**config.mk**
```make
export PLATFORM = sky130hd
export DESIGN_NAME = subsystem_gpio_control
export DESIGN_NICKNAME = d
export VERILOG_FILES = /design/src/inc/gpio_ctrl_pkg.sv /design/src/rtl/subsystem_gpio_control.sv /design/src/rtl/pin_sync.sv
export SDC_FILE = /design/constraint.sdc
export NUM_CORES = 1
export LEC_CHECK = 0
export BUFFER_PORTS_ARGS = -buffer_cell sky130_fd_sc_hd__buf_2
export CORE_MARGIN = 5
export CORE_UTILIZATION = 30
export CTS_CLUSTER_DIAMETER = 100
export DETAILED_ROUTE_END_ITERATION = 10
export PLACE_DENSITY_LB_ADDON = 0.08
export SKIP_LAST_GASP = 1
export SLEW_MARGIN = 20
export SYNTH_ARGS = -nofsm -noshare
export SYNTH_HDL_FRONTEND = slang
export SYNTH_SLANG_ARGS = --single-unit
export TNS_END_PERCENT = 1
```
**constraint.sdc**
```tcl
create_clock -name CLOCK_I -period 1.6 [get_ports CLOCK_I]
set_clock_uncertainty 0.2 [all_clocks]
set_input_delay 0.24 -clock CLOCK_I [delete_from_list [all_inputs] [get_ports CLOCK_I]]
set_output_delay 0.24 -clock CLOCK_I [all_outputs]
set_load 0.005 [all_outputs]
```
**src/inc/gpio_ctrl_pkg.sv**
```systemverilog
// Operation
// four pins per core; bits 11..8 set direction, 1 output, 0 input
// output pins drive their data bit; input pins read back the synchronised level
// bit 15 drives the timer output on pin 3 and reads it back in data bit 3
// bit 13 connects pin 1 to branch input, level reads back in data bit 0
// bit 12 drives external flag on pin 0, level reads back in data bit 1
// bits 7..6 pick subsystem clock A, B, C or D for clock out
// bits 14 and 5..4 read zero and ignore writes
// core reset clears the whole register, so all pins are inputs; the code still drives pin 2 while the watchdog route input is high
// each pin has its own output enable
// watchdog route input replaces pin 2 with the watchdog timer output
// one 16-bit register at offset 3Ch, non-reserved bits read and write
// writes act on the next edge (PIN_O and PIN_OE_O follow one edge later, through drive_q); pin inputs pass two flip-flops
package gpio_ctrl_pkg;
  // ****************************************************************
  // register map
  // ****************************************************************
  localparam int          ADDR_W           = 8;
  localparam int          DATA_W           = 16;
  localparam int          PIN_N            = 4;
  localparam logic [7:0]  PIN_CONTROL_ADDR = 8'h3C;
  localparam logic [15:0] PIN_CONTROL_RST  = 16'h0000;
  localparam logic [15:0] PIN_CONTROL_WMSK = 16'hBFCF;
  localparam int          TIMER_ROUTE_BIT  = 15;
  localparam int          BRANCH_ROUTE_BIT = 13;
  localparam int          FLAG_ROUTE_BIT   = 12;
  localparam int          DIR_LSB          = 8;
  localparam int          CLKSEL_LSB       = 6;
  localparam int          VALUE_LSB        = 0;
  localparam int          TIMER_PIN        = 3;
  localparam int          WATCHDOG_PIN     = 2;
  localparam int          BRANCH_PIN       = 1;
  localparam int          FLAG_PIN         = 0;
  localparam int          BRANCH_READ_BIT  = 0;
  localparam int          FLAG_READ_BIT    = 1;

  typedef enum logic [3:0] {
    CLK_SEL_A = 4'b0001,
    CLK_SEL_B = 4'b0010,
    CLK_SEL_C = 4'b0100,
    CLK_SEL_D = 4'b1000
  } clk_sel_e;

  typedef struct packed {
    logic [PIN_N-1:0] value;
    logic [PIN_N-1:0] oe;
  } pin_drive_s;

  typedef struct packed {
    logic timer_out;
    logic flag_out;
    logic watchdog_out;
    logic watchdog_route;
  } route_src_s;
endpackage

```
**src/rtl/subsystem_gpio_control.sv**
```systemverilog
`timescale 1ns/1ns
module subsystem_gpio_control
  import gpio_ctrl_pkg::*;
(
  input  wire logic                  CLOCK_I,
  input  wire logic                  RSTN_I,
  input  wire logic [ADDR_W-1:0]     ADDR_I,
  input  wire logic                  WR_I,
  input  wire logic                  RD_I,
  input  wire logic [DATA_W-1:0]     WDATA_I,
  output logic      [DATA_W-1:0]     RDATA_O,
  input  wire logic [PIN_N-1:0]      PIN_I,
  output logic      [PIN_N-1:0]      PIN_O,
  output logic      [PIN_N-1:0]      PIN_OE_O,
  input  wire gpio_ctrl_pkg::route_src_s ROUTE_I,
  output logic                       BRANCH_CONTROL_INPUT_O,
  input  wire logic [3:0]            SUBSYS_CLK_I,
  output logic                       CLOCK_OUT_O
);
  import gpio_ctrl_pkg::*;

  logic [DATA_W-1:0] ctrl_q;
  logic [DATA_W-1:0] ctrl_d;
  logic [PIN_N-1:0]  pin_sync;
  logic [PIN_N-1:0]  pin_direction;
  logic [PIN_N-1:0]  pin_value;
  logic [1:0]        clock_out_select;
  logic              timer_pin_route;
  logic              branch_input_route;
  logic              flag_output_route;
  logic              watchdog_pin_route;
  logic              reg_hit;
  pin_drive_s        drive_d;
  pin_drive_s        drive_q;
  clk_sel_e          clk_sel_d;
  clk_sel_e          clk_sel_q;
  logic [DATA_W-1:0] read_word;
  logic [DATA_W-1:0] rdata_q;
  logic              rd_hit;
  logic [PIN_N-1:0]  force_out;
  logic [PIN_N-1:0]  force_in;
  logic [PIN_N-1:0]  force_value;
  wire  [PIN_N-1:0]  pin_oe_d;
  wire  [PIN_N-1:0]  pin_value_d;
  wire  [PIN_N-1:0]  pin_read;
  logic              branch_d;
  logic              branch_q;
  logic [3:0]        clk_pick;

  // ****************************************************************
  // pin synchroniser
  // ****************************************************************
  pin_sync #(
    .WIDTH (PIN_N)
  ) u_pin_sync (
    .clk_i   (CLOCK_I),
    .rst_n_i (RSTN_I),
    .async_i (PIN_I),
    .sync_o  (pin_sync)
  );

  // ****************************************************************
  // register fields
  // ****************************************************************
  assign reg_hit            = (ADDR_I == PIN_CONTROL_ADDR);
  assign pin_direction      = ctrl_q[DIR_LSB +: PIN_N];
  assign pin_value          = ctrl_q[VALUE_LSB +: PIN_N];
  assign clock_out_select   = ctrl_q[CLKSEL_LSB +: 2];
  assign timer_pin_route    = ctrl_q[TIMER_ROUTE_BIT];
  assign branch_input_route = ctrl_q[BRANCH_ROUTE_BIT];
  assign flag_output_route  = ctrl_q[FLAG_ROUTE_BIT];
  assign watchdog_pin_route = ROUTE_I.watchdog_route;

  // ****************************************************************
  // control register
  // ****************************************************************
  always_comb begin
    ctrl_d = ctrl_q;
    if (WR_I && reg_hit) begin
      ctrl_d = WDATA_I & PIN_CONTROL_WMSK;
    end
  end

  always_ff @(posedge CLOCK_I) begin
    if (!RSTN_I) begin
      ctrl_q <= PIN_CONTROL_RST;
    end else begin
      ctrl_q <= ctrl_d;
    end
  end

  // ****************************************************************
  // pin routes
  // ****************************************************************
  // a route takes its pin over whatever the direction bit says
  always_comb begin
    force_out   = '0;
    force_in    = '0;
    force_value = '0;
    if (timer_pin_route) begin
      force_out[TIMER_PIN]   = 1'b1;
      force_value[TIMER_PIN] = ROUTE_I.timer_out;
    end
    if (watchdog_pin_route) begin
      force_out[WATCHDOG_PIN]   = 1'b1;
      force_value[WATCHDOG_PIN] = ROUTE_I.watchdog_out;
    end
    // the branch route keeps its pin released so the board can drive it
    if (branch_input_route) begin
      force_in[BRANCH_PIN] = 1'b1;
    end
    if (flag_output_route) begin
      force_out[FLAG_PIN]   = 1'b1;
      force_value[FLAG_PIN] = ROUTE_I.flag_out;
    end
  end

  // ****************************************************************
  // per-pin enable and value
  // ****************************************************************
  for (genvar n = 0; n < PIN_N; n++) begin : g_drive
    assign pin_oe_d[n]    = force_out[n] | (~force_in[n] & pin_direction[n]);
    assign pin_value_d[n] = force_out[n] ? force_value[n]
                          : (force_in[n] ? 1'b0 : pin_value[n]);
  end

  // ****************************************************************
  // per-pin read-back
  // ****************************************************************
  // a pin with its direction bit set reads back its data bit, any other the synchronised pin
  for (genvar n = 0; n < PIN_N; n++) begin : g_read
    assign pin_read[n] = pin_direction[n] ? pin_value[n] : pin_sync[n];
  end

  always_comb begin
    drive_d.value = pin_value_d;
    drive_d.oe    = pin_oe_d;
  end

  // ****************************************************************
  // output register
  // ****************************************************************
  // a write lands in ctrl_q at one edge and on the pins at the next;
  // the extra cycle keeps bus decode glitches off the pin drivers
  always_ff @(posedge CLOCK_I) begin
    if (!RSTN_I) begin
      drive_q <= '0;
    end else begin
      drive_q <= drive_d;
    end
  end

  assign PIN_O    = drive_q.value;
  assign PIN_OE_O = drive_q.oe;

  // ****************************************************************
  // read-back word
  // ****************************************************************
  // the word is built field by field, so reserved bits are zero
  always_comb begin
    read_word = '0;
    read_word[TIMER_ROUTE_BIT] = timer_pin_route;
    read_word[BRANCH_ROUTE_BIT] = branch_input_route;
    read_word[FLAG_ROUTE_BIT] = flag_output_route;
    read_word[DIR_LSB +: PIN_N] = pin_direction;
    read_word[CLKSEL_LSB +: 2] = clock_out_select;
    read_word[VALUE_LSB +: PIN_N] = pin_read;
    if (timer_pin_route) begin
      read_word[VALUE_LSB + TIMER_PIN] = ROUTE_I.timer_out;
    end
    if (branch_input_route) begin
      read_word[VALUE_LSB + BRANCH_READ_BIT] = pin_sync[BRANCH_PIN];
    end
    if (flag_output_route) begin
      read_word[VALUE_LSB + FLAG_READ_BIT] = ROUTE_I.flag_out;
    end
  end

  // ****************************************************************
  // read data register
  // ****************************************************************
  assign rd_hit = RD_I && reg_hit;

  always_ff @(posedge CLOCK_I) begin
    if (!RSTN_I) begin
      rdata_q <= PIN_CONTROL_RST;
    end else if (rd_hit) begin
      rdata_q <= read_word;
    end
  end

  // read data stands until the next read of this register
  assign RDATA_O = rdata_q;

  // ****************************************************************
  // branch-control input
  // ****************************************************************
  always_comb begin
    branch_d = 1'b0;
    if (branch_input_route) begin
      branch_d = pin_sync[BRANCH_PIN];
    end
  end

  always_ff @(posedge CLOCK_I) begin
    if (!RSTN_I) begin
      branch_q <= 1'b0;
    end else begin
      branch_q <= branch_d;
    end
  end

  assign BRANCH_CONTROL_INPUT_O = branch_q;

  // ****************************************************************
  // clock-out select
  // ****************************************************************
  always_comb begin
    case (clock_out_select)
      2'b00: begin
        clk_sel_d = CLK_SEL_A;
      end
      2'b01: begin
        clk_sel_d = CLK_SEL_B;
      end
      2'b10: begin
        clk_sel_d = CLK_SEL_C;
      end
      2'b11: begin
        clk_sel_d = CLK_SEL_D;
      end
      default: begin
        clk_sel_d = CLK_SEL_A;
      end
    endcase
  end

  always_ff @(posedge CLOCK_I) begin
    if (!RSTN_I) begin
      clk_sel_q <= CLK_SEL_A;
    end else begin
      clk_sel_q <= clk_sel_d;
    end
  end

  // the clocks pass through gates, not flops; changing the select
  // while both clocks run can leave a short pulse on the output
  assign clk_pick    = SUBSYS_CLK_I & clk_sel_q;
  assign CLOCK_OUT_O = |clk_pick;
endmodule

```
**src/rtl/pin_sync.sv**
```systemverilog
`timescale 1ns/1ns
module pin_sync #(
  parameter int WIDTH = 4
) (
  input  wire logic             clk_i,
  input  wire logic             rst_n_i,
  input  wire logic [WIDTH-1:0] async_i,
  output logic      [WIDTH-1:0] sync_o
);
  logic [WIDTH-1:0] meta_q;

  // ****************************************************************
  // two-stage synchroniser
  // ****************************************************************
  always_ff @(posedge clk_i) begin
    if (!rst_n_i) begin
      meta_q <= '0;
      sync_o <= '0;
    end else begin
      meta_q <= async_i;
      sync_o <= meta_q;
    end
  end
endmodule

```
==> metrics.txt, run 1 <==
run status finished clean; number of maximum-capacitance violations 0; Fin Hold WS approximately 0.021 ns; CP Data Required Time 1.16 ns; starting density of the core 0.313; Hold Crit Endpoint PIN_O[3]$_SDFF_PN0_; clock tree buffer depth 2; highest ir drop seen on vdd roughly 0.0004 V; register area share after synthesis 0.536; area growth from synthesis to layout 35.2%; number of cells on the worst hold path 3; sum of negative setup slack 0 ns; worst reg2reg endpoint RDATA_O[0]$_SDFFE_PN0P_; detailed-routing iteration count for the pre-antenna-repair pass 3; routed wirelength normalized by instance count approximately 11 µm; final-report max-slew violation count 0; Yosys top cell by area sky130_fd_sc_hd__dfxtp_1; Synth Warn # 0; final core utilization 0.423; number of antenna violations at the first check in global routing 0; DIE WIDTH between 80 and 90 µm; top-area cell type share of the netlist area 0.536; antenna diode instance count 0; # rows 27; finished layout cell area about 2400 µm²; first-pass GRT wire length approximately 6.1 mm; Critical Setup Path Class register to output port; Met1 Wirelength ~1.6 mm; Clock power frac 0.349; Setup crit start kind register; global-route congestion overflow total 0; TritonCTS clock tree done; detailed-route DRC error count 0; Final Routed Wirelength 3.61 mm; Flop pwr share 0.581; cell internal power dissipation ~0.0016 W; clock transition at the register clock pins on the worst setup and hold paths after CTS 0.08 ns; Num Clock Sinks 47; part of the cycle the worst path needs 0.861; largest cells by area after synthesis sky130_fd_sc_hd__dfxtp_1 (54%), sky130_fd_sc_hd__mux2i_1 (17%), sky130_fd_sc_hd__nand2_1 (8.8%), sky130_fd_sc_hd__and2_1 (2.8%), sky130_fd_sc_hd__mux2_2 (2.6%); top layer reached by signal wires met4; sum of met3 wire segment lengths after detailed routing 219 µm; initial DRC count 31; clock network latency to the later pin of the worst-skew pair just under 0.3 ns; element type at the critical path end output port; Tmin final around 1.4 ns; placed standard-cell area 2100 µm²; class of the tightest hold or removal check input port to register; overall die area roughly 7500 µm²; net load switching power between 0.0004 and 0.0005 W; routed length on met2 1.73 mm; Sw Share 0.211; Avg Synthesized Cell Area approximately 11 µm²; upper clock frequency limit 726 MHz; final number of setup-violating endpoints 0; layout cells sized above 1 0.309; Power Dens Cells roughly 860 nW/µm²; detailed placement HPWL roughly 2.5 mm; CTS root buffer sky130_fd_sc_hd__clkbuf_8; top fanout value on the critical path 1; Total GRT Usage 0.104; unrepaired setup endpoints after global routing no; y dimension of the die 86.5 µm; largest net degree at the start of global routing 63; area of the mapped netlist between 1500 and 2000 µm²; net count of the finished layout approximately 280; Synth cell types 21; Leakage around 1.2 nW; Floorplan Core Area about 5600 µm²; Boundary Pins 66; arrival time worst endpoint around 0.94 ns; total of buffers placed on input and output ports 59; number of cells upsized or downsized after cts 0; number of buffers created by CTS 5; Via-to-Cell Ratio just over 4; antenna-violating nets left 0; Mapped Cells approximately 170; final hold viol count 0; H-Tree Level Count 2; #FFs+latches synth 47; overall via count from detail_route about 1300; Min-Delay Startpoint ROUTE_I[3]; Reg2Reg Launch Point ctrl_q[8]$_SDFFE_PN0P_; setup slack on the worst flop-to-flop path about 0.33 ns; number of global-route vias before repair 1345; Final GP Congestion about 0.60; logic depth of the worst register-to-register path 3; combinational group share of total power 0.071
layout by cell type, fill, tap and decap left out, types with 2 or more instances in the layout:
master	synthesis	layout
sky130_fd_sc_hd__nand3_4	2	2
sky130_fd_sc_hd__conb_1	1	3
sky130_fd_sc_hd__a22oi_1	2	2
sky130_fd_sc_hd__nand2b_1	3	3
sky130_fd_sc_hd__o21a_1	3	3
sky130_fd_sc_hd__buf_2	1	59
sky130_fd_sc_hd__nor2b_1	3	3
sky130_fd_sc_hd__and4bb_2	2	2
sky130_fd_sc_hd__nand2_1	41	41
sky130_fd_sc_hd__mux2i_1	29	29
sky130_fd_sc_hd__and3b_1	2	2
sky130_fd_sc_hd__and2_1	8	8
sky130_fd_sc_hd__clkbuf_8	0	6
sky130_fd_sc_hd__and3_1	2	2
sky130_fd_sc_hd__mux2_2	4	4
sky130_fd_sc_hd__nor2_1	2	2
sky130_fd_sc_hd__dlygate4sd3_1	0	19
sky130_fd_sc_hd__o211ai_1	3	3
sky130_fd_sc_hd__dfxtp_1	47	47
layer usage:
layer,up-vias,global-route usage
met3,5,0.0352
met1,567,0.121
met4,0,0.0382
li1,697,-
met5,-,0
met2,32,0.177
power by group through the flow:
stage / sequential [W] / combinational, W / clock, W
4_1_cts: 0.00118 / 0.000146 / 0.000752
6_report: 0.00118 / 0.000144 / 0.000711
3_5_place_dp: 0.00121 / 0.000110 / 0
2_1_floorplan: 0.00121 / 0.0000566 / 0
3_3_place_gp: 0.00121 / 0.000111 / 0
5_1_grt: 0.00119 / 0.000163 / 0.000806
cells in the mapped netlist:
master / instances
sky130_fd_sc_hd__a22oi_1: 2
sky130_fd_sc_hd__and2_1: 8
sky130_fd_sc_hd__and3_1: 2
sky130_fd_sc_hd__and3b_1: 2
sky130_fd_sc_hd__and4bb_2: 2
sky130_fd_sc_hd__buf_2: 1
sky130_fd_sc_hd__buf_4: 3
sky130_fd_sc_hd__buf_6: 2
sky130_fd_sc_hd__clkbuf_1: 6
sky130_fd_sc_hd__conb_1: 1
sky130_fd_sc_hd__dfxtp_1: 47
sky130_fd_sc_hd__mux2_2: 4
sky130_fd_sc_hd__mux2i_1: 29
sky130_fd_sc_hd__nand2_1: 41
sky130_fd_sc_hd__nand2b_1: 3
sky130_fd_sc_hd__nand3_4: 2
sky130_fd_sc_hd__nor2_1: 2
sky130_fd_sc_hd__nor2b_1: 3
sky130_fd_sc_hd__o211ai_1: 3
sky130_fd_sc_hd__o21a_1: 3
sky130_fd_sc_hd__o21ai_0: 1
sequential cells by signal, summed over array words and instances, names as in the netlist:
name	cells
ctrl_q	13
clk_sel_q	4
u_pin_sync.meta_q	4
RDATA_O	13
PIN_O	4
BRANCH_CONTROL_INPUT_O	1
u_pin_sync.sync_o	4
PIN_OE_O	4
area by class of cell:
cell class	count	area [µm²]
Tap cell	72	90.1
Multi-Input combinational cell	110	751
Clock buffer	6	82.6
Clock inverter	1	5.00
Sequential cell	47	941
Fill cell	586	3230
Timing Repair Buffer	79	505
critical path, stage by stage, from the launching register on:
cell and delay, ns:
sky130_fd_sc_hd__dfxtp_1 0.31, sky130_fd_sc_hd__a22oi_1 0.15, sky130_fd_sc_hd__nand2_1 0.07, sky130_fd_sc_hd__buf_2 0.12
per-stage QoR:
stage	cells	setup slack (ns)	total power [W]
after floorplan	169	0.313	0.00127
after global placement	289	0.101	0.00132
after detailed placement	289	0.102	0.00132
after CTS	315	0.198	0.00208
after global routing	315	0.144	0.00216
final	315	0.222	0.00204
what timing repair did:
item	in CTS	in global routing
hold buffers	19	0
setup buffers	0	0
endpoints found under the hold margin	19	0
logic make-up (layout without fill, tap and decap cells):
logic type | count (synthesis) | in the layout | share of synthesized area
and+or+nand+nor | 65 | 65 | 0.193
DFF | 47 | 47 | 0.536
muxes | 33 | 33 | 0.191
buffers and inverters | 12 | 86 | 0.0413
AOI/OAI and AO/OA | 9 | 9 | 0.0370
other | 1 | 3 | 0.00213
how the worst max path moves through the flow:
stage	startpoint	to	slack (ns)	cells after the start
finish	clk_sel_q[0]$_SDFF_PN1_	CLOCK_OUT_O	0.22	3
global placement	ADDR_I[0]	RDATA_O[11]$_SDFFE_PN0P_	0.10	4
detailed placement	ADDR_I[0]	RDATA_O[11]$_SDFFE_PN0P_	0.10	4
CTS	clk_sel_q[2]$_SDFF_PN0_	CLOCK_OUT_O	0.20	3
global route	clk_sel_q[2]$_SDFF_PN0_	CLOCK_OUT_O	0.14	3
floorplan	ADDR_I[0]	RDATA_O[3]$_SDFFE_PN0P_	0.31	4
Note: power is estimated with default switching activity, not from simulation.
==> run 2, diff against run 1 <==
CELL_PAD_IN_SITES_DETAIL_PLACEMENT = 1   (was not set)
CELL_PAD_IN_SITES_GLOBAL_PLACEMENT = 1   (was not set)
CTS_BUF_LIST = sky130_fd_sc_hd__clkbuf_8   (was not set)
RECOVER_POWER = 50   (was not set)
==> run 2 against run 1 <==
Clock power rose by 2%; setup slack worse by 0.036 ns; via count up 4.1%; critical path depth up 1; sequential share of layout area up 1.2 points; die area stayed put; utilization decreased by 1.2 points.
==> metrics.txt, run 2 (same netlist as run 1, synthesis figures left out) <==
clock tree buffer depth 2 (unchanged); y dimension of the die 86.5 µm (unchanged); CP Data Required Time 1.60 ns (+0.44 ns); element type at the critical path end register; total number of cells along the worst setup path 4 (+1); number of global-route vias before repair 1513 (+12%); antenna diode instance count 0 (unchanged); Leakage 1.17 nW (-3.1%); combinational group share of total power 0.064 (-0.007); TritonCTS clock tree done; starting density of the core 0.313 (unchanged); highest-count cells in the layout ignoring fill and taps sky130_fd_sc_hd__buf_2 (54), sky130_fd_sc_hd__dfxtp_1 (47), sky130_fd_sc_hd__nand2_1 (41), sky130_fd_sc_hd__mux2i_1 (29), sky130_fd_sc_hd__dlygate4sd3_1 (14); highest ir drop seen on vdd 0.000340 V (-16%); # rows 27 (unchanged); first-pass GRT wire length 6.80 mm (+11%); Reg2Reg Launch Point ctrl_q[8]$_SDFFE_PN0P_; worst reg2reg endpoint RDATA_O[0]$_SDFFE_PN0P_; Floorplan Core Area 5610 µm² (unchanged); Flop pwr share 0.580 (about the same); area growth from synthesis to layout 31.3%; cell internal power dissipation 0.00161 W (-0.24%); number of antenna violations at the first check in global routing 0 (unchanged); class of the tightest hold or removal check input port to register; Critical Setup Path Class input port to register; DIE WIDTH 86.5 µm (unchanged); CP bufs+invs 1 (unchanged); net load switching power 0.000436 W (+1.5%); overall die area 7490 µm² (unchanged); Setup crit start kind input port; Fin Hold WS 0.00794 ns (-0.0130 ns); largest net degree at the start of global routing 63 (unchanged); arrival time worst endpoint 1.42 ns (+0.48 ns); run status finished clean; slowest stage cell, crit path sky130_fd_sc_hd__nand3_2; initial DRC count 29 (-6.5%); Final GP Congestion 0.696 (+15%); logic depth of the worst register-to-register path 3 (unchanged); net count of the finished layout 278 (-1.8%); cell type group with the largest total delay on the critical path simple AND/OR/NAND/NOR gates; routed wirelength normalized by instance count 13.0 µm (+13%); Total GRT Usage 0.114 (+0.00985); critical path launch point ADDR_I[6]; H-Tree Level Count 2 (unchanged); overall via count from detail_route 1354 (+4.1%); part of the cycle the worst path needs 0.884 (+0.0225); antenna-violating nets left 0 (unchanged); clock transition at the register clock pins on the worst setup and hold paths after CTS 0.08 ns (about the same); setup slack on the worst flop-to-flop path 0.30 ns (-0.03 ns); Via-to-Cell Ratio 4.35 (+5.4%); CTS root buffer sky130_fd_sc_hd__clkbuf_8; number of maximum-capacitance violations 0 (unchanged); Sw Share 0.213 (+0.00290); final hold viol count 0 (unchanged); detailed placement HPWL 2.93 mm (+19%); total of buffers placed on input and output ports 59 (unchanged); number of inserted filler cells in the final layout 690 (+18%); Boundary Pins 66 (unchanged); cell breakdown of the critical path buf_2, and4bb_1, nand3_2, mux2i_1; endpoint of the most critical setup path RDATA_O[10]$_SDFFE_PN0P_; detailed-routing iteration count for the pre-antenna-repair pass 2 (-1); unrepaired setup endpoints after global routing no; clock network latency to the later pin of the worst-skew pair 0.29 ns (about the same); number of buffers created by CTS 5 (unchanged); sum of negative setup slack 0 ns (unchanged); commonest non-fill, non-tap cell in the layout sky130_fd_sc_hd__buf_2; Clock power frac 0.356 (+0.007); upper clock frequency limit 707 MHz (-2.5%); relative slew slack 0.604; layout cells sized above 1 0.289 (-0.0199); number of cells upsized or downsized after cts 0 (unchanged); Num Clock Sinks 47 (unchanged); final-report max-slew violation count 0 (unchanged); transition at the pin with the smallest max-transition slack between 0.5 and 0.6 ns; Final Routed Wirelength 4.04 mm (+12%); Power Dens Cells 885 nW/µm² (+3.1%); top fanout value on the critical path 13 (+12); final number of setup-violating endpoints 0 (unchanged); largest incremental delay on the critical path 0.42 ns (+0.11 ns); Tmin final 1.41 ns (+0.0360 ns); detailed-route DRC error count 0 (unchanged); global-route congestion overflow total 0 (unchanged)
[run 2: worst min-delay path by stage]
| stage | start | end | slack [ns] | cells after the start |
|---|---|---|---|---|
| after global routing | WDATA_I[1] | ctrl_q[1]$_SDFFE_PN0P_ | 0.02 | 3 |
| after floorplan | ROUTE_I[0] | PIN_OE_O[2]$_SDFF_PN0_ | 0.15 | 1 |
| after detailed placement | u_pin_sync.meta_q[1]$_SDFF_PN0_ | u_pin_sync.sync_o[1]$_SDFF_PN0_ | 0.23 | 1 |
| after global placement | u_pin_sync.meta_q[3]$_SDFF_PN0_ | u_pin_sync.sync_o[3]$_SDFF_PN0_ | 0.22 | 1 |
| after CTS | WDATA_I[9] | ctrl_q[9]$_SDFFE_PN0P_ | 0.006 | 3 |
| final | WDATA_I[9] | ctrl_q[9]$_SDFFE_PN0P_ | 0.008 | 3 |
[run 2: routing by layer]
layer / routed length (µm) / GRT usage
met4: 35 / 0.0425
met2: 2200 / 0.209
met1: 1590 / 0.127
met3: 208 / 0.0247
met5: 0 / 0
[run 2: metrics by stage]
step / instances / instance area, µm² / util / power, W / setup WS [ns]
after CTS: 311 / 2330 / 0.416 / 0.00208 / 0.194
after floorplan: 169 / 1760 / - / 0.00127 / 0.313
final: 311 / 2310 / 0.411 / 0.00204 / 0.186
after global routing: 311 / 2310 / 0.411 / 0.00214 / 0.0740
after global placement: 289 / 2100 / 0.374 / 0.00132 / 0.105
after detailed placement: 289 / 2100 / 0.374 / 0.00132 / 0.0865
[run 2: worst reg2reg max path: cells and delay by family, from the launching register on]
| kind | cells | cell delay (ns) |
|---|---|---|
| mux | 2 | 0.45 |
| flops | 1 | 0.38 |
| compound gates | 1 | 0.16 |
[run 2: what timing repair did]
action,in CTS,in global routing
endpoints found under the hold margin,14,0
hold buffers,14,0
setup buffers,0,0
[run 2: power by group through the flow]
stage | logic [W] | clock network (W) | registers [W]
2_1_floorplan | 0.0000566 | 0 | 0.00121
3_5_place_dp | 0.000112 | 0 | 0.00121
3_3_place_gp | 0.000109 | 0 | 0.00121
6_report | 0.000130 | 0.000727 | 0.00118
5_1_grt | 0.000147 | 0.000807 | 0.00119
4_1_cts | 0.000138 | 0.000761 | 0.00118
[run 2: layout make-up]
type	instances	area, µm²	share of cell area
Sequential cell	47	941	0.408
Multi-Input combinational cell	110	743	0.322
Timing Repair Buffer	74	437	0.189
Tap cell	72	90.1	0.0391
Clock buffer	6	82.6	0.0358
Clock inverter	2	12.5	0.00543
==> run 3, diff against run 2 <==
SYNTH_HIERARCHICAL = 1   (was not set)
==> run 3 against run 2 <==
Wire length fell by 3.7%; sequential cell count did not move; sequential share of layout area fell by 0.46 points.
==> metrics.txt, run 3 <==
clock transition at the register clock pins on the worst setup and hold paths after CTS 0.08 ns (about the same); Critical Setup Path Class input port to register; clock network latency to the later pin of the worst-skew pair 0.28 ns (about the same); critical path launch point ADDR_I[6]; highest ir drop seen on vdd 0.000325 V (-4.4%); highest-count cells in the layout ignoring fill and taps sky130_fd_sc_hd__buf_2 (53), sky130_fd_sc_hd__dfxtp_1 (47), sky130_fd_sc_hd__nand2_1 (41), sky130_fd_sc_hd__mux2i_1 (29), sky130_fd_sc_hd__dlygate4sd3_1 (15); Mapped Cells 166 (-0.60%); area of the mapped netlist 1750 µm² (-0.21%); Sw Share 0.199 (-0.0146); Yosys top cell by area sky130_fd_sc_hd__dfxtp_1; CTS root buffer sky130_fd_sc_hd__clkbuf_8; logic depth of the worst register-to-register path 3 (unchanged); sum of negative setup slack 0 ns (unchanged); Via-to-Cell Ratio 4.37 (+0.27%); largest cells by area after synthesis sky130_fd_sc_hd__dfxtp_1 (54%), sky130_fd_sc_hd__mux2i_1 (17%), sky130_fd_sc_hd__nand2_1 (8.8%), sky130_fd_sc_hd__and2_1 (2.9%), sky130_fd_sc_hd__mux2_2 (2.6%); final number of setup-violating endpoints 0 (unchanged); async set or reset register ratio after synthesis 0 (unchanged); Flop pwr share 0.575 (-0.005); first-pass GRT wire length 6.42 mm (-5.5%); # rows 27 (unchanged); TritonCTS clock tree done; final-report max-slew violation count 0 (unchanged); H-Tree Level Count 2 (unchanged); Tmin final 1.41 ns (-0.000137 ns); number of antenna violations at the first check in global routing 0 (unchanged); arrival time worst endpoint 1.42 ns (about the same); Final GP Congestion 0.749 (+7.6%); number of maximum-capacitance violations 0 (unchanged); Num Clock Sinks 47 (unchanged); Avg Synthesized Cell Area 10.6 µm² (+0.39%); total of buffers placed on input and output ports 59 (unchanged); top-area cell type share of the netlist area 0.537 (+0.00115); Setup crit start kind input port; number of global-route vias before repair 1506 (-0.46%); overall via count from detail_route 1362 (+0.59%); flip-flop cell with the highest count after synthesis sky130_fd_sc_hd__dfxtp_1; global-route congestion overflow total 0 (unchanged); final hold viol count 0 (unchanged); starting density of the core 0.313 (-0.000669); y dimension of the die 86.4 µm (about the same); Final Routed Wirelength 3.89 mm (-3.7%); setup slack on the worst flop-to-flop path 0.30 ns (about the same); number of buffers created by CTS 5 (unchanged); Reg2Reg Launch Point ctrl_q[8]$_SDFFE_PN0P_; top fanout value on the critical path 13 (unchanged); #FFs+latches synth 47 (unchanged); clock tree buffer depth 2 (unchanged); Clock power frac 0.359 (+0.003); slowest stage cell, crit path sky130_fd_sc_hd__nand3_2; Floorplan Core Area 5610 µm² (unchanged); cell breakdown of the critical path buf_2, and4bb_1, nand3_2, mux2i_1; Power Dens Cells 883 nW/µm² (-0.19%); commonest non-fill, non-tap cell in the layout sky130_fd_sc_hd__buf_2; Synth Warn # 6 (+6); most numerous cell types in the synthesized netlist sky130_fd_sc_hd__dfxtp_1 (47), sky130_fd_sc_hd__nand2_1 (41), sky130_fd_sc_hd__mux2i_1 (29), sky130_fd_sc_hd__and2_1 (8), sky130_fd_sc_hd__clkbuf_1 (5); DIE WIDTH 86.4 µm (about the same); endpoint of the most critical setup path ctrl_q[7]$_SDFFE_PN0P_; largest net degree at the start of global routing 63 (unchanged); routed wirelength normalized by instance count 12.5 µm (-4.0%); part of the cycle the worst path needs 0.884 (about the same); net load switching power 0.000410 W (-6.0%); Synth cell types 21 (unchanged); upper clock frequency limit 707 MHz (about the same); combinational group share of total power 0.066 (+0.002); number of cells on the worst hold path 3 (unchanged); total of hold buffers inserted after clock tree synthesis 15 (+1); net count of the finished layout 279 (+0.36%); register area share after synthesis 0.537 (+0.00115); CP Data Required Time 1.61 ns (about the same); Post-CTS Setup Inserts 0 (unchanged); element type at the critical path end register; antenna-violating nets left 0 (unchanged); largest incremental delay on the critical path 0.43 ns (about the same); detailed-route DRC error count 0 (unchanged); detailed-routing iteration count for the pre-antenna-repair pass 4 (+2); overall die area 7470 µm² (-0.18%); class of the tightest hold or removal check input port to register; number of synthesized flops with an enable pin 0 (unchanged); antenna diode instance count 0 (unchanged); cell internal power dissipation 0.00165 W (+2.8%); Leakage 1.17 nW (+0.51%); unrepaired setup endpoints after global routing no; layout cells sized above 1 0.283 (-0.00537); Tot Pwr 0.00206 W (+0.94%); number of cells upsized or downsized after cts 0 (unchanged); initial DRC count 29 (unchanged); Total GRT Usage 0.107 (-0.00671); run status finished clean; most common cell in the synthesized netlist sky130_fd_sc_hd__dfxtp_1; Boundary Pins 66 (unchanged); worst reg2reg endpoint RDATA_O[0]$_SDFFE_PN0P_; detailed placement HPWL 2.86 mm (-2.5%); area growth from synthesis to layout 33.0%
run 3: cell count changes in the layout (fill, tap and decap cells not counted), sizes merged:
cell         delta
dlygate4sd3     +1
buf             +1
clkinv          -1
run 3: cell families (layout without fill, tap and decap cells):
kind of cell	count (synthesis)	count (layout)	synth area share
buffers and inverters	11	83	0.0393
AOI/OAI and AO/OA	9	9	0.0371
muxes	33	33	0.191
DFF	47	47	0.537
and+or+nand+nor	65	65	0.193
other	1	3	0.00214
run 3: worst min-delay path by stage:
| stage | startpoint | to | slack [ns] |
|---|---|---|---|
| floorplan | ROUTE_I[0] | PIN_OE_O[2]$_SDFF_PN0_ | 0.15 |
| global placement | u_pin_sync/meta_q[1]$_SDFF_PN0_ | u_pin_sync/sync_o[1]$_SDFF_PN0_ | 0.21 |
| detailed placement | u_pin_sync/meta_q[2]$_SDFF_PN0_ | u_pin_sync/sync_o[2]$_SDFF_PN0_ | 0.22 |
| CTS | WDATA_I[0] | ctrl_q[0]$_SDFFE_PN0P_ | 0.0001 |
| global route | WDATA_I[1] | ctrl_q[1]$_SDFFE_PN0P_ | 0.01 |
| finish | WDATA_I[1] | ctrl_q[1]$_SDFFE_PN0P_ | 0.008 |
run 3: routing by layer:
metal	global-route usage	up-vias	part of all wire
li1	-	689	-
met1	0.111	630	0.41
met2	0.204	41	0.51
met3	0.0314	2	0.070
met4	0.0340	0	0.0036
met5	0	-	0
run 3: area by class of cell:
class / instances / area [µm²]
Fill cell: 684 / 3280
Sequential cell: 47 / 941
Tap cell: 72 / 90.1
Multi-Input combinational cell: 110 / 743
Timing Repair Buffer: 75 / 458
Clock buffer: 7 / 96.3
Clock inverter: 1 / 3.75
run 3: critical path: cells and delay by family:
kind / cells / cell delay (ns)
simple gates: 2 / 0.78
buf+inv: 1 / 0.11
mux: 1 / 0.29
run 3: power groups by stage:
stage	combinational [W]	sequential (W)	clock, W
after floorplan	0.0000548	0.00121	0
after global placement	0.000109	0.00121	0
after detailed placement	0.000113	0.00121	0
after CTS	0.000141	0.00118	0.000794
after global routing	0.000152	0.00119	0.000826
final	0.000136	0.00118	0.000740
run 3: per-stage QoR:
step / hold slack, ns / instance area (µm²) / std cells / setup WS (ns) / utilization
after floorplan: 0.150 / 1760 / 168 / 0.313 / -
after global placement: 0.214 / 2100 / 289 / 0.105 / 0.374
after detailed placement: 0.219 / 2100 / 289 / 0.0857 / 0.374
after CTS: 0.000127 / 2350 / 312 / 0.186 / 0.419
after global routing: 0.0115 / 2330 / 312 / 0.111 / 0.416
final: 0.00769 / 2330 / 312 / 0.186 / 0.416
